--- config.mk ---
export PLATFORM = sky130hd
export DESIGN_NAME = nand_flash_host_port
export DESIGN_NICKNAME = d
export VERILOG_FILES = /design/src/logic/strobe_timer.v /design/src/logic/nand_flash_host_port.v
export VERILOG_INCLUDE_DIRS = /design/src /design/src/logic
export SDC_FILE = /design/constraint.sdc
export NUM_CORES = 1
export LEC_CHECK = 0
export BUFFER_PORTS_ARGS = -buffer_cell sky130_fd_sc_hd__buf_2
export CELL_PAD_IN_SITES_DETAIL_PLACEMENT = 1
export CELL_PAD_IN_SITES_GLOBAL_PLACEMENT = 1
export CORE_AREA = 2 2 124 126
export CTS_CLUSTER_DIAMETER = 60
export DETAILED_ROUTE_END_ITERATION = 12
export DIE_AREA = 0 0 126 128
export PLACE_DENSITY = 0.73
export SLEW_MARGIN = 20
export SYNTH_ARGS = -nofsm -noshare
export SYNTH_HDL_FRONTEND = slang
export SYNTH_SLANG_ARGS = --single-unit
--- constraint.sdc ---
create_clock -name mclk_i -period 2.7 [get_ports mclk_i]
set_clock_uncertainty 0.15 [all_clocks]
set_input_delay 0.675 -clock mclk_i [delete_from_list [all_inputs] [get_ports mclk_i]]
set_output_delay 0.675 -clock mclk_i [all_outputs]
set_load 0.005 [all_outputs]
--- src/logic/nand_host_regs.vh ---
/*
  Constants for the NAND flash host port: command codes, address layout and timing counts.
  Assumes a 40 MHz clock (25 ns period); included by the host port modules.
*/
`ifndef NAND_HOST_REGS_VH
`define NAND_HOST_REGS_VH

// Command codes written into the device command register.
`define CMD_READ_FIRST 8'h00
`define CMD_READ_SECOND 8'h01
`define CMD_PAGE_PROG 8'h80
`define CMD_PROG_CONFIRM 8'h10
`define CMD_BLOCK_ERASE 8'h60
`define CMD_ERASE_CONFIRM 8'hD0
`define CMD_READ_STATUS 8'h70
`define CMD_RESET 8'hFF

// Operation codes on the user side.
`define OP_READ 3'h0
`define OP_PROG 3'h1
`define OP_ERASE 3'h2
`define OP_STATUS 3'h3
`define OP_RESET 3'h4

// Address layout: 26 bit byte address, column bits 7:0, half select bit 8.
`define ADDR_W 26
`define HALF_BIT 8
`define ROW_LSB 9
`define PAGE_BYTES 10'h210

// Strobe timing in ns and derived cycle counts (minimum times, rounded up).
`define CLK_PERIOD_NS 25
`define T_STROBE_LOW_NS 25
`define T_STROBE_HIGH_NS 25
`define T_OUT_ACCESS_NS 35
`define T_BUSY_SETTLE_NS 100
`define STROBE_LOW_CYC ((`T_STROBE_LOW_NS + `CLK_PERIOD_NS - 1) / `CLK_PERIOD_NS)
`define STROBE_HIGH_CYC ((`T_STROBE_HIGH_NS + `CLK_PERIOD_NS - 1) / `CLK_PERIOD_NS)
`define OUT_ACCESS_CYC ((`T_OUT_ACCESS_NS + `CLK_PERIOD_NS - 1) / `CLK_PERIOD_NS)
`define BUSY_SETTLE_CYC ((`T_BUSY_SETTLE_NS + `CLK_PERIOD_NS - 1) / `CLK_PERIOD_NS)

`endif

--- src/logic/strobe_timer.v ---
/*
  Down counter that times strobe phases of the flash port.
  Assumes a load pulse with a nonzero count; done is high when the count has run out.
*/
`timescale 1ns/1ps
`default_nettype none

module strobe_timer (
  input wire mclk_i,
  input wire rst_n_i,
  input wire load_i,
  input wire [3:0] count_i,
  output wire done_o
);

  reg [3:0] cnt_r;

  // Load the phase length, then count down to zero.
  always @(posedge mclk_i) begin
    if (!rst_n_i) begin
      cnt_r <= 4'h0;
    end else if (load_i) begin
      cnt_r <= count_i;
    end else if (cnt_r != 4'h0) begin
      cnt_r <= cnt_r - 4'h1;
    end
  end

  assign done_o = (cnt_r == 4'h0) && !load_i;

endmodule // strobe_timer

`default_nettype wire

--- src/logic/nand_flash_host_port.v ---
/*
  Host controller that drives an 8-bit asynchronous NAND flash through its pins.
  Assumes the device pins are wired directly; bus and busy inputs are synchronous to mclk_i.
*/
// Overview of operation
// - Shared 8-bit bus carries commands, addresses, write data out and read data in.
// - Host raises command latch with command byte before write strobe rising edge.
// - Host raises address latch with address byte before write strobe rising edge.
// - Host holds each byte stable across the write strobe rising edge.
// - Address takes four cycles: column, A9-A16, A17-A24, A25 on bit 0.
// - Host drives bus bits 1 to 7 low in fourth address cycle.
// - Host keeps chip select low while pulsing write strobe for each byte.
// - Block erase sends only three row address cycles, no column cycle.
// - Commands 80h program, 60h erase, 70h status, FFh reset.
`timescale 1ns/1ps
`default_nettype none
`include "nand_host_regs.vh"

module nand_flash_host_port (
  input wire mclk_i,
  input wire rst_n_i,
  input wire start_i,
  input wire [2:0] op_i,
  input wire [25:0] addr_i,
  input wire [9:0] len_i,
  input wire [7:0] wdata_i,
  input wire wp_allow_i,
  output reg wdata_ack_o,
  output reg [7:0] rdata_o,
  output reg rdata_valid_o,
  output reg busy_o,
  output reg done_o,
  input wire [7:0] io_in_i,
  output reg [7:0] io_out_o,
  output reg io_oe_o,
  output reg cle_o,
  output reg ale_o,
  output reg chip_sel_n_o,
  output reg write_strobe_n_o,
  output reg output_strobe_n_o,
  output reg prog_lock_n_o,
  input wire ready_i
);

  localparam [7:0] S_IDLE = 8'h01;
  localparam [7:0] S_CMD = 8'h02;
  localparam [7:0] S_ADDR = 8'h04;
  localparam [7:0] S_WDATA = 8'h08;
  localparam [7:0] S_CONF = 8'h10;
  localparam [7:0] S_WAIT = 8'h20;
  localparam [7:0] S_RDATA = 8'h40;
  localparam [7:0] S_DONE = 8'h80;
  // Cycle counts are worked out as integers, then cut to the timer width on purpose.
  localparam integer LOW_INT = `STROBE_LOW_CYC;
  localparam integer HIGH_INT = `STROBE_HIGH_CYC;
  localparam integer ACC_INT = `OUT_ACCESS_CYC + 1;
  localparam integer SETTLE_INT = `BUSY_SETTLE_CYC;
  localparam [3:0] LOW_CYC = LOW_INT[3:0];
  localparam [3:0] HIGH_CYC = HIGH_INT[3:0];
  localparam [3:0] ACC_CYC = ACC_INT[3:0];
  localparam [3:0] SETTLE_CYC = SETTLE_INT[3:0];

  reg [7:0] state_r;
  reg [2:0] op_r;
  reg [25:0] addr_r;
  reg [9:0] left_r;
  reg [1:0] acyc_r;
  reg phase_r;
  reg sampled_r;
  reg tload_r;
  reg [3:0] tcount_r;
  wire tdone;

  // Picks one address byte out of the latched address for a given cycle.
  function [7:0] addr_byte;
    input [25:0] a;
    input [1:0] idx;
    begin
      case (idx)
        2'h0: addr_byte = a[7:0];
        2'h1: addr_byte = a[`ROW_LSB+7:`ROW_LSB];
        2'h2: addr_byte = a[`ROW_LSB+15:`ROW_LSB+8];
        default: addr_byte = {7'h00, a[`ADDR_W-1]};
      endcase
    end
  endfunction

  // Command byte that opens each operation; half select picks 00h or 01h.
  function [7:0] first_cmd;
    input [2:0] op;
    input half;
    begin
      case (op)
        `OP_READ: first_cmd = half ? `CMD_READ_SECOND : `CMD_READ_FIRST;
        `OP_PROG: first_cmd = `CMD_PAGE_PROG;
        `OP_ERASE: first_cmd = `CMD_BLOCK_ERASE;
        `OP_STATUS: first_cmd = `CMD_READ_STATUS;
        default: first_cmd = `CMD_RESET;
      endcase
    end
  endfunction

  strobe_timer u_timer (
    .mclk_i(mclk_i),
    .rst_n_i(rst_n_i),
    .load_i(tload_r),
    .count_i(tcount_r),
    .done_o(tdone)
  );

  // Sequencer: each byte is one low phase and one high phase of a strobe.
  always @(posedge mclk_i) begin
    if (!rst_n_i) begin
      state_r <= S_IDLE;
      op_r <= 3'h0;
      addr_r <= 26'h0;
      left_r <= 10'h0;
      acyc_r <= 2'h0;
      phase_r <= 1'b0;
      sampled_r <= 1'b0;
      tload_r <= 1'b0;
      tcount_r <= 4'h0;
      wdata_ack_o <= 1'b0;
      rdata_o <= 8'h00;
      rdata_valid_o <= 1'b0;
      busy_o <= 1'b0;
      done_o <= 1'b0;
      io_out_o <= 8'h00;
      io_oe_o <= 1'b0;
      cle_o <= 1'b0;
      ale_o <= 1'b0;
      chip_sel_n_o <= 1'b1;
      write_strobe_n_o <= 1'b1;
      output_strobe_n_o <= 1'b1;
      prog_lock_n_o <= 1'b0;
    end else begin
      tload_r <= 1'b0;
      wdata_ack_o <= 1'b0;
      rdata_valid_o <= 1'b0;
      done_o <= 1'b0;
      prog_lock_n_o <= wp_allow_i;
      case (state_r)
        S_IDLE: begin
          chip_sel_n_o <= 1'b1;
          io_oe_o <= 1'b0;
          if (start_i && ready_i) begin
            op_r <= op_i;
            addr_r <= addr_i;
            left_r <= (len_i > `PAGE_BYTES) ? `PAGE_BYTES : len_i;
            busy_o <= 1'b1;
            phase_r <= 1'b0;
            chip_sel_n_o <= 1'b0;
            state_r <= S_CMD;
          end
        end
        S_CMD, S_ADDR, S_WDATA, S_CONF: begin
          if (!phase_r) begin
            // Drive latch enables and byte and pull the write strobe low in the same cycle.
            chip_sel_n_o <= 1'b0;
            io_oe_o <= 1'b1;
            cle_o <= (state_r == S_CMD) || (state_r == S_CONF);
            ale_o <= (state_r == S_ADDR);
            if (state_r == S_CMD) begin
              io_out_o <= first_cmd(op_r, addr_r[`HALF_BIT]);
            end else if (state_r == S_ADDR) begin
              io_out_o <= addr_byte(addr_r, acyc_r);
            end else if (state_r == S_WDATA) begin
              io_out_o <= wdata_i;
              wdata_ack_o <= 1'b1;
            end else begin
              io_out_o <= (op_r == `OP_PROG) ? `CMD_PROG_CONFIRM : `CMD_ERASE_CONFIRM;
            end
            write_strobe_n_o <= 1'b0;
            tcount_r <= LOW_CYC;
            tload_r <= 1'b1;
            phase_r <= 1'b1;
          end else if (tdone && !write_strobe_n_o) begin
            // Rising edge latches the byte; bus and enables stay through the high phase.
            write_strobe_n_o <= 1'b1;
            tcount_r <= HIGH_CYC;
            tload_r <= 1'b1;
          end else if (tdone && write_strobe_n_o) begin
            phase_r <= 1'b0;
            cle_o <= 1'b0;
            ale_o <= 1'b0;
            case (state_r)
              S_CMD: begin
                acyc_r <= (op_r == `OP_ERASE) ? 2'h1 : 2'h0;
                if (op_r == `OP_STATUS) begin
                  left_r <= 10'h1;
                  state_r <= S_RDATA;
                end else if (op_r == `OP_RESET) begin
                  state_r <= S_WAIT;
                end else begin
                  state_r <= S_ADDR;
                end
              end
              S_ADDR: begin
                acyc_r <= acyc_r + 2'h1;
                if (acyc_r == 2'h3) begin
                  if (op_r == `OP_PROG) begin
                    state_r <= (left_r == 10'h0) ? S_CONF : S_WDATA;
                  end else if (op_r == `OP_ERASE) begin
                    state_r <= S_CONF;
                  end else begin
                    state_r <= S_WAIT;
                  end
                end
              end
              S_WDATA: begin
                left_r <= left_r - 10'h1;
                if (left_r == 10'h1) begin
                  state_r <= S_CONF;
                end
              end
              default: begin
                state_r <= S_WAIT;
              end
            endcase
            if (state_r != S_CMD && state_r != S_ADDR && state_r != S_WDATA) begin
              tcount_r <= SETTLE_CYC;
              tload_r <= 1'b1;
            end else if (state_r == S_ADDR && acyc_r == 2'h3 && op_r == `OP_READ) begin
              tcount_r <= SETTLE_CYC;
              tload_r <= 1'b1;
            end else if (state_r == S_CMD && op_r == `OP_RESET) begin
              tcount_r <= SETTLE_CYC;
              tload_r <= 1'b1;
            end
          end
        end
        S_WAIT: begin
          // Wait out the busy settle time, then for ready to return high.
          io_oe_o <= 1'b0;
          if (tdone && ready_i) begin
            if (op_r == `OP_READ && left_r != 10'h0) begin
              state_r <= S_RDATA;
            end else begin
              state_r <= S_DONE;
            end
          end
        end
        S_RDATA: begin
          // Falling read strobe brings the next byte; sample after access time.
          io_oe_o <= 1'b0;
          if (!phase_r) begin
            output_strobe_n_o <= 1'b0;
            tcount_r <= ACC_CYC;
            tload_r <= 1'b1;
            phase_r <= 1'b1;
            sampled_r <= 1'b0;
          end else if (tdone && !sampled_r) begin
            rdata_o <= io_in_i;
            rdata_valid_o <= 1'b1;
            output_strobe_n_o <= 1'b1;
            sampled_r <= 1'b1;
            tcount_r <= HIGH_CYC;
            tload_r <= 1'b1;
          end else if (tdone && sampled_r) begin
            phase_r <= 1'b0;
            left_r <= left_r - 10'h1;
            if (left_r == 10'h1) begin
              state_r <= S_DONE;
            end
          end
        end
        S_DONE: begin
          chip_sel_n_o <= 1'b1;
          busy_o <= 1'b0;
          done_o <= 1'b1;
          state_r <= S_IDLE;
        end
        default: begin
          state_r <= S_IDLE;
        end
      endcase
    end
  end

endmodule // nand_flash_host_port

`default_nettype wire

==> flow_summary.yaml <==
die:
  die_h_microns: 128
  start_util_pct: 29.4
  core_sq_um: 14900
  io_pins: 87
  fp.dieW_microns: 126
  rows: 45
  die_area_sq_um: 16100
yosys:
  netlist-cell-type-count: 69
  yosys.area_share.xor_xnor_pct: 2.20
  syn_inst: 532
  ys_async_sr_fraction_pct: 0
  synth_fp_nets: 601
  yosys.area.top_type_share_pct: 39.4
  synth_compound_area_share_pct: 25.6
  synth_top_cell_by_area: "dfxtp_1"
  synth_area_sq_um: 4370
  seq_area_frac_synth_pct: 39.4
  muxShareOfSynthArea_pct: 1.83
  yosys.area_share.simple_pct: 22.9
  synth_edf_count: 0
  ys_ff_latch: 86
  ys.flop_type: "dfxtp_1"
  synthAdderAreaFrac_pct: 2.58
  synth_top_family_by_area: "compound AO/OA/AOI/OAI gates"
  synth_area_per_cell_sq_um: 8.22
  synth_area_leaders: "dfxtp_1 39%, nand2_1 7.0%, a21oi_1 6.8%"
  yosysWarnings: 0
routing:
  routed_wl_microns: 14200
  vias: 4359
  viasPerCell: 5.44
  firstDrtPassIters: 5
  wl_per_cell_microns: 17.7
  drc: 0
  antenna_left: 0
  drt_iter0_drc: 259
cells_and_area:
  nFillCells: 1812
  final_util_pct: 35.9
  design_area_sq_um: 5330
  drive_gt1_share_pct: 22.7
  num-nets-final: 677
  final-seq-area_sq_um: 1720
  multi_input_area_sq_um: 2430
  diodes: 0
  area_growth_pct: 21.9
grt:
  grt_antenna_before_repair: 0
  grt_pass1_vias: 4364
  overflow: 0
  track_usage_pct: 17.6
  grt_start_max_net_pins: 57
  grt_pass1_wl_microns: 22800
min_path:
  min_to: "addr_r[4]"
  hold_depth: 2
  hold_path_class: "flop to flop"
  hold_start: "addr_r[4]"
setup_path:
  crit_chain: "inv_1 -> ha_1 -> or4b_4 -> o211ai_2 -> a22oi_1 -> or4_4 -> mux2i_1"
  rr_worst_depth: 7
  startpoint_type: "flop"
  setup.worst_path.class: "flop to flop"
  max_stage_delay_ns: 0.60
  crit_fanout: 7
  cp_slowest_cell: "or4_4"
  cp.arrival_ns: 2.59
  r2r_start: "u_timer.cnt_r[0]"
  regToRegSetupSlack_ns: 0.20
  reg2reg_to: "state_r[0]"
  cp.required_ns: 2.79
  endpoint_kind: "flop"
power:
  power.internal_w: 0.00255
  p_total_w: 0.00381
  switching_share_pct: 33.1
  leakage_nw: 2.11
  clkPwrFrac_pct: 33.3
  switchingPower_w: 0.00126
  seq_power_share_pct: 39.4
  ir_worst_vdd_mv: 0.353
  p_comb_share_pct: 27.3
  power.density_nw_per_um2: 715
outcome:
  outcome: "completed"
clock_network:
  root_buffer: "clkbuf_16"
  cts_tree: "done"
  clk_latency_ns: 0.35
  cts_made_buffers: 9
  cts_sinks: 86
  holdBufCountCts: 0
  cts_buffer_depth: 2
  clkTransAtPathRegs_ns: 0.07
  htree_num_levels: 3
placed_design:
  place_area_sq_um: 5010
  portBuffers: 86
  place_ws_ns: -0.0434
  dp_hpwl_microns: 10600
  gp_congestion: 0.834
sta:
  finalSetupTns_ns: 0
  final.min_clock_period_ns: 2.50
  timing.final.crit_share_pct: 92.7
  setup_ws_ns: 0.196
  setup_violations: 0
  maxSlewHeadroom_pct: 50.1
  max_freq_mhz: 399
  worstMarginPinSlew_ns: 0.746
  slew_violations: 0
  hold_viol: 0
  rsz0062_at_grt: "false"
flow_run:
  cap_violations: 0
## cell families (layout without fill, tap and decap cells)
family / Yosys count / after routing
buffers and inverters: 57 / 138
adder cells (fa/ha/maj): 9 / 9
flip-flops: 86 / 86
multiplexers: 8 / 8
AO/OA/AOI/OAI: 164 / 164
AND/OR/NAND/NOR: 197 / 197
XOR/XNOR: 11 / 11
## final cells by class
| type | count | area share (%) |
|---|---|---|
| clock buffer | 10 | 4.30 |
| clock inverter | 6 | 1.29 |
| inverter | 18 | 1.27 |
| multi-input combinational | 389 | 45.6 |
| sequential | 86 | 32.3 |
| tap | 188 | 4.41 |
| timing repair buffer | 104 | 10.8 |
## metrics by stage
step                instances  hold slack [ns]
floorplan                 532            0.286
global placement          784            0.292
detailed placement        784            0.301
CTS                       800            0.309
global route              801            0.330
finish                    801            0.307
## synth_stat cells (all sizes together) (3+ instances only)
cell type and instances:
dfxtp 86, nand2 81, a21oi 59, nor2 42, clkbuf 26, inv 18, o21ai 17, buf 13
nor3 12, a211oi 10, a22o 9, ha 9, a222oi 8, a22oi 8, mux2i 8, or4b 8
xnor2 8, nand3 7, nor4 7, or4 7, a31oi 6, o22ai 6, o32ai 6, o211ai 5
nand4 4, nor3b 4, or2 4, or3 4, and2 3, nand4b 3, o211a 3, o31ai 3
xor2 3
## power by group through the flow
| stage | Sequential [W] | Combinational (W) | Clock (W) |
|---|---|---|---|
| after floorplan | 0.00147 | 0.000741 | 0 |
| after global placement | 0.00151 | 0.000961 | 0 |
| after detailed placement | 0.00152 | 0.00101 | 0 |
| after CTS | 0.00150 | 0.00103 | 0.00130 |
| after global routing | 0.00152 | 0.00115 | 0.00136 |
| final | 0.00150 | 0.00104 | 0.00127 |
## what timing repair did
item,CTS,global route
buffers inserted,0,1
pin swaps,0,1
endpoints found under the setup margin,6,24
resized for setup,1,2
## per-layer routing
layer  up-vias  global-route usage (%)  wire length [microns]
met5         -                       0                      0
li1       2113                       -                      -
met3        20                    3.13                    582
met1      2118                    22.1                   6280
met2       108                    30.3                   7010
met4         0                    6.53                    330
## critical path, delay by kind of cell, from the launching register on
| kind | cells | cell delay [ns] |
|---|---|---|
| AOI/OAI and AO/OA | 2 | 0.32 |
| adders and majority gates | 1 | 0.21 |
| buffers and inverters | 1 | 0.12 |
| DFF | 1 | 0.32 |
| muxes | 1 | 0.15 |
| and+or+nand+nor | 2 | 1.13 |
## state kept, by name (all words and copies together) (netlist names), 2 cells and up
register       flops
addr_r            26
left_r            10
io_out_o           8
rdata_o            8
state_r            8
u_timer.cnt_r      4
op_r               3
tcount_r           3
acyc_r             2
## layout by cell type (no fill, tap or decap), drive strengths merged, types with 6 or more instances in the layout
cell type and n:
dfxtp 86, mux2i 8, xnor2 8, buf 104, o21ai 17, o22ai 6, ha 9, a21oi 59
nand3 7, inv 20, a222oi 8, a22o 9, nor4 7, a31oi 6, or4b 8, a211oi 10
a22oi 8, nor3 12, or4 7, nand2 81, o32ai 6, nor2 42, clkbuf 10
## worst max-delay path by stage
stage                startpoint          to  slack [ns]  depth (start not counted)
5_1_grt              state_r[2]  state_r[5]       0.009                          5
6_report       u_timer.cnt_r[0]  state_r[0]        0.20                          7
2_1_floorplan  u_timer.cnt_r[0]  state_r[6]        0.31                          9
3_3_place_gp   u_timer.cnt_r[0]  state_r[4]        0.08                          7
4_1_cts              state_r[0]  rdata_o[2]        0.05                          5
3_5_place_dp   u_timer.cnt_r[0]  state_r[5]       -0.04                          7
Power figures use the tool's default switching activity.
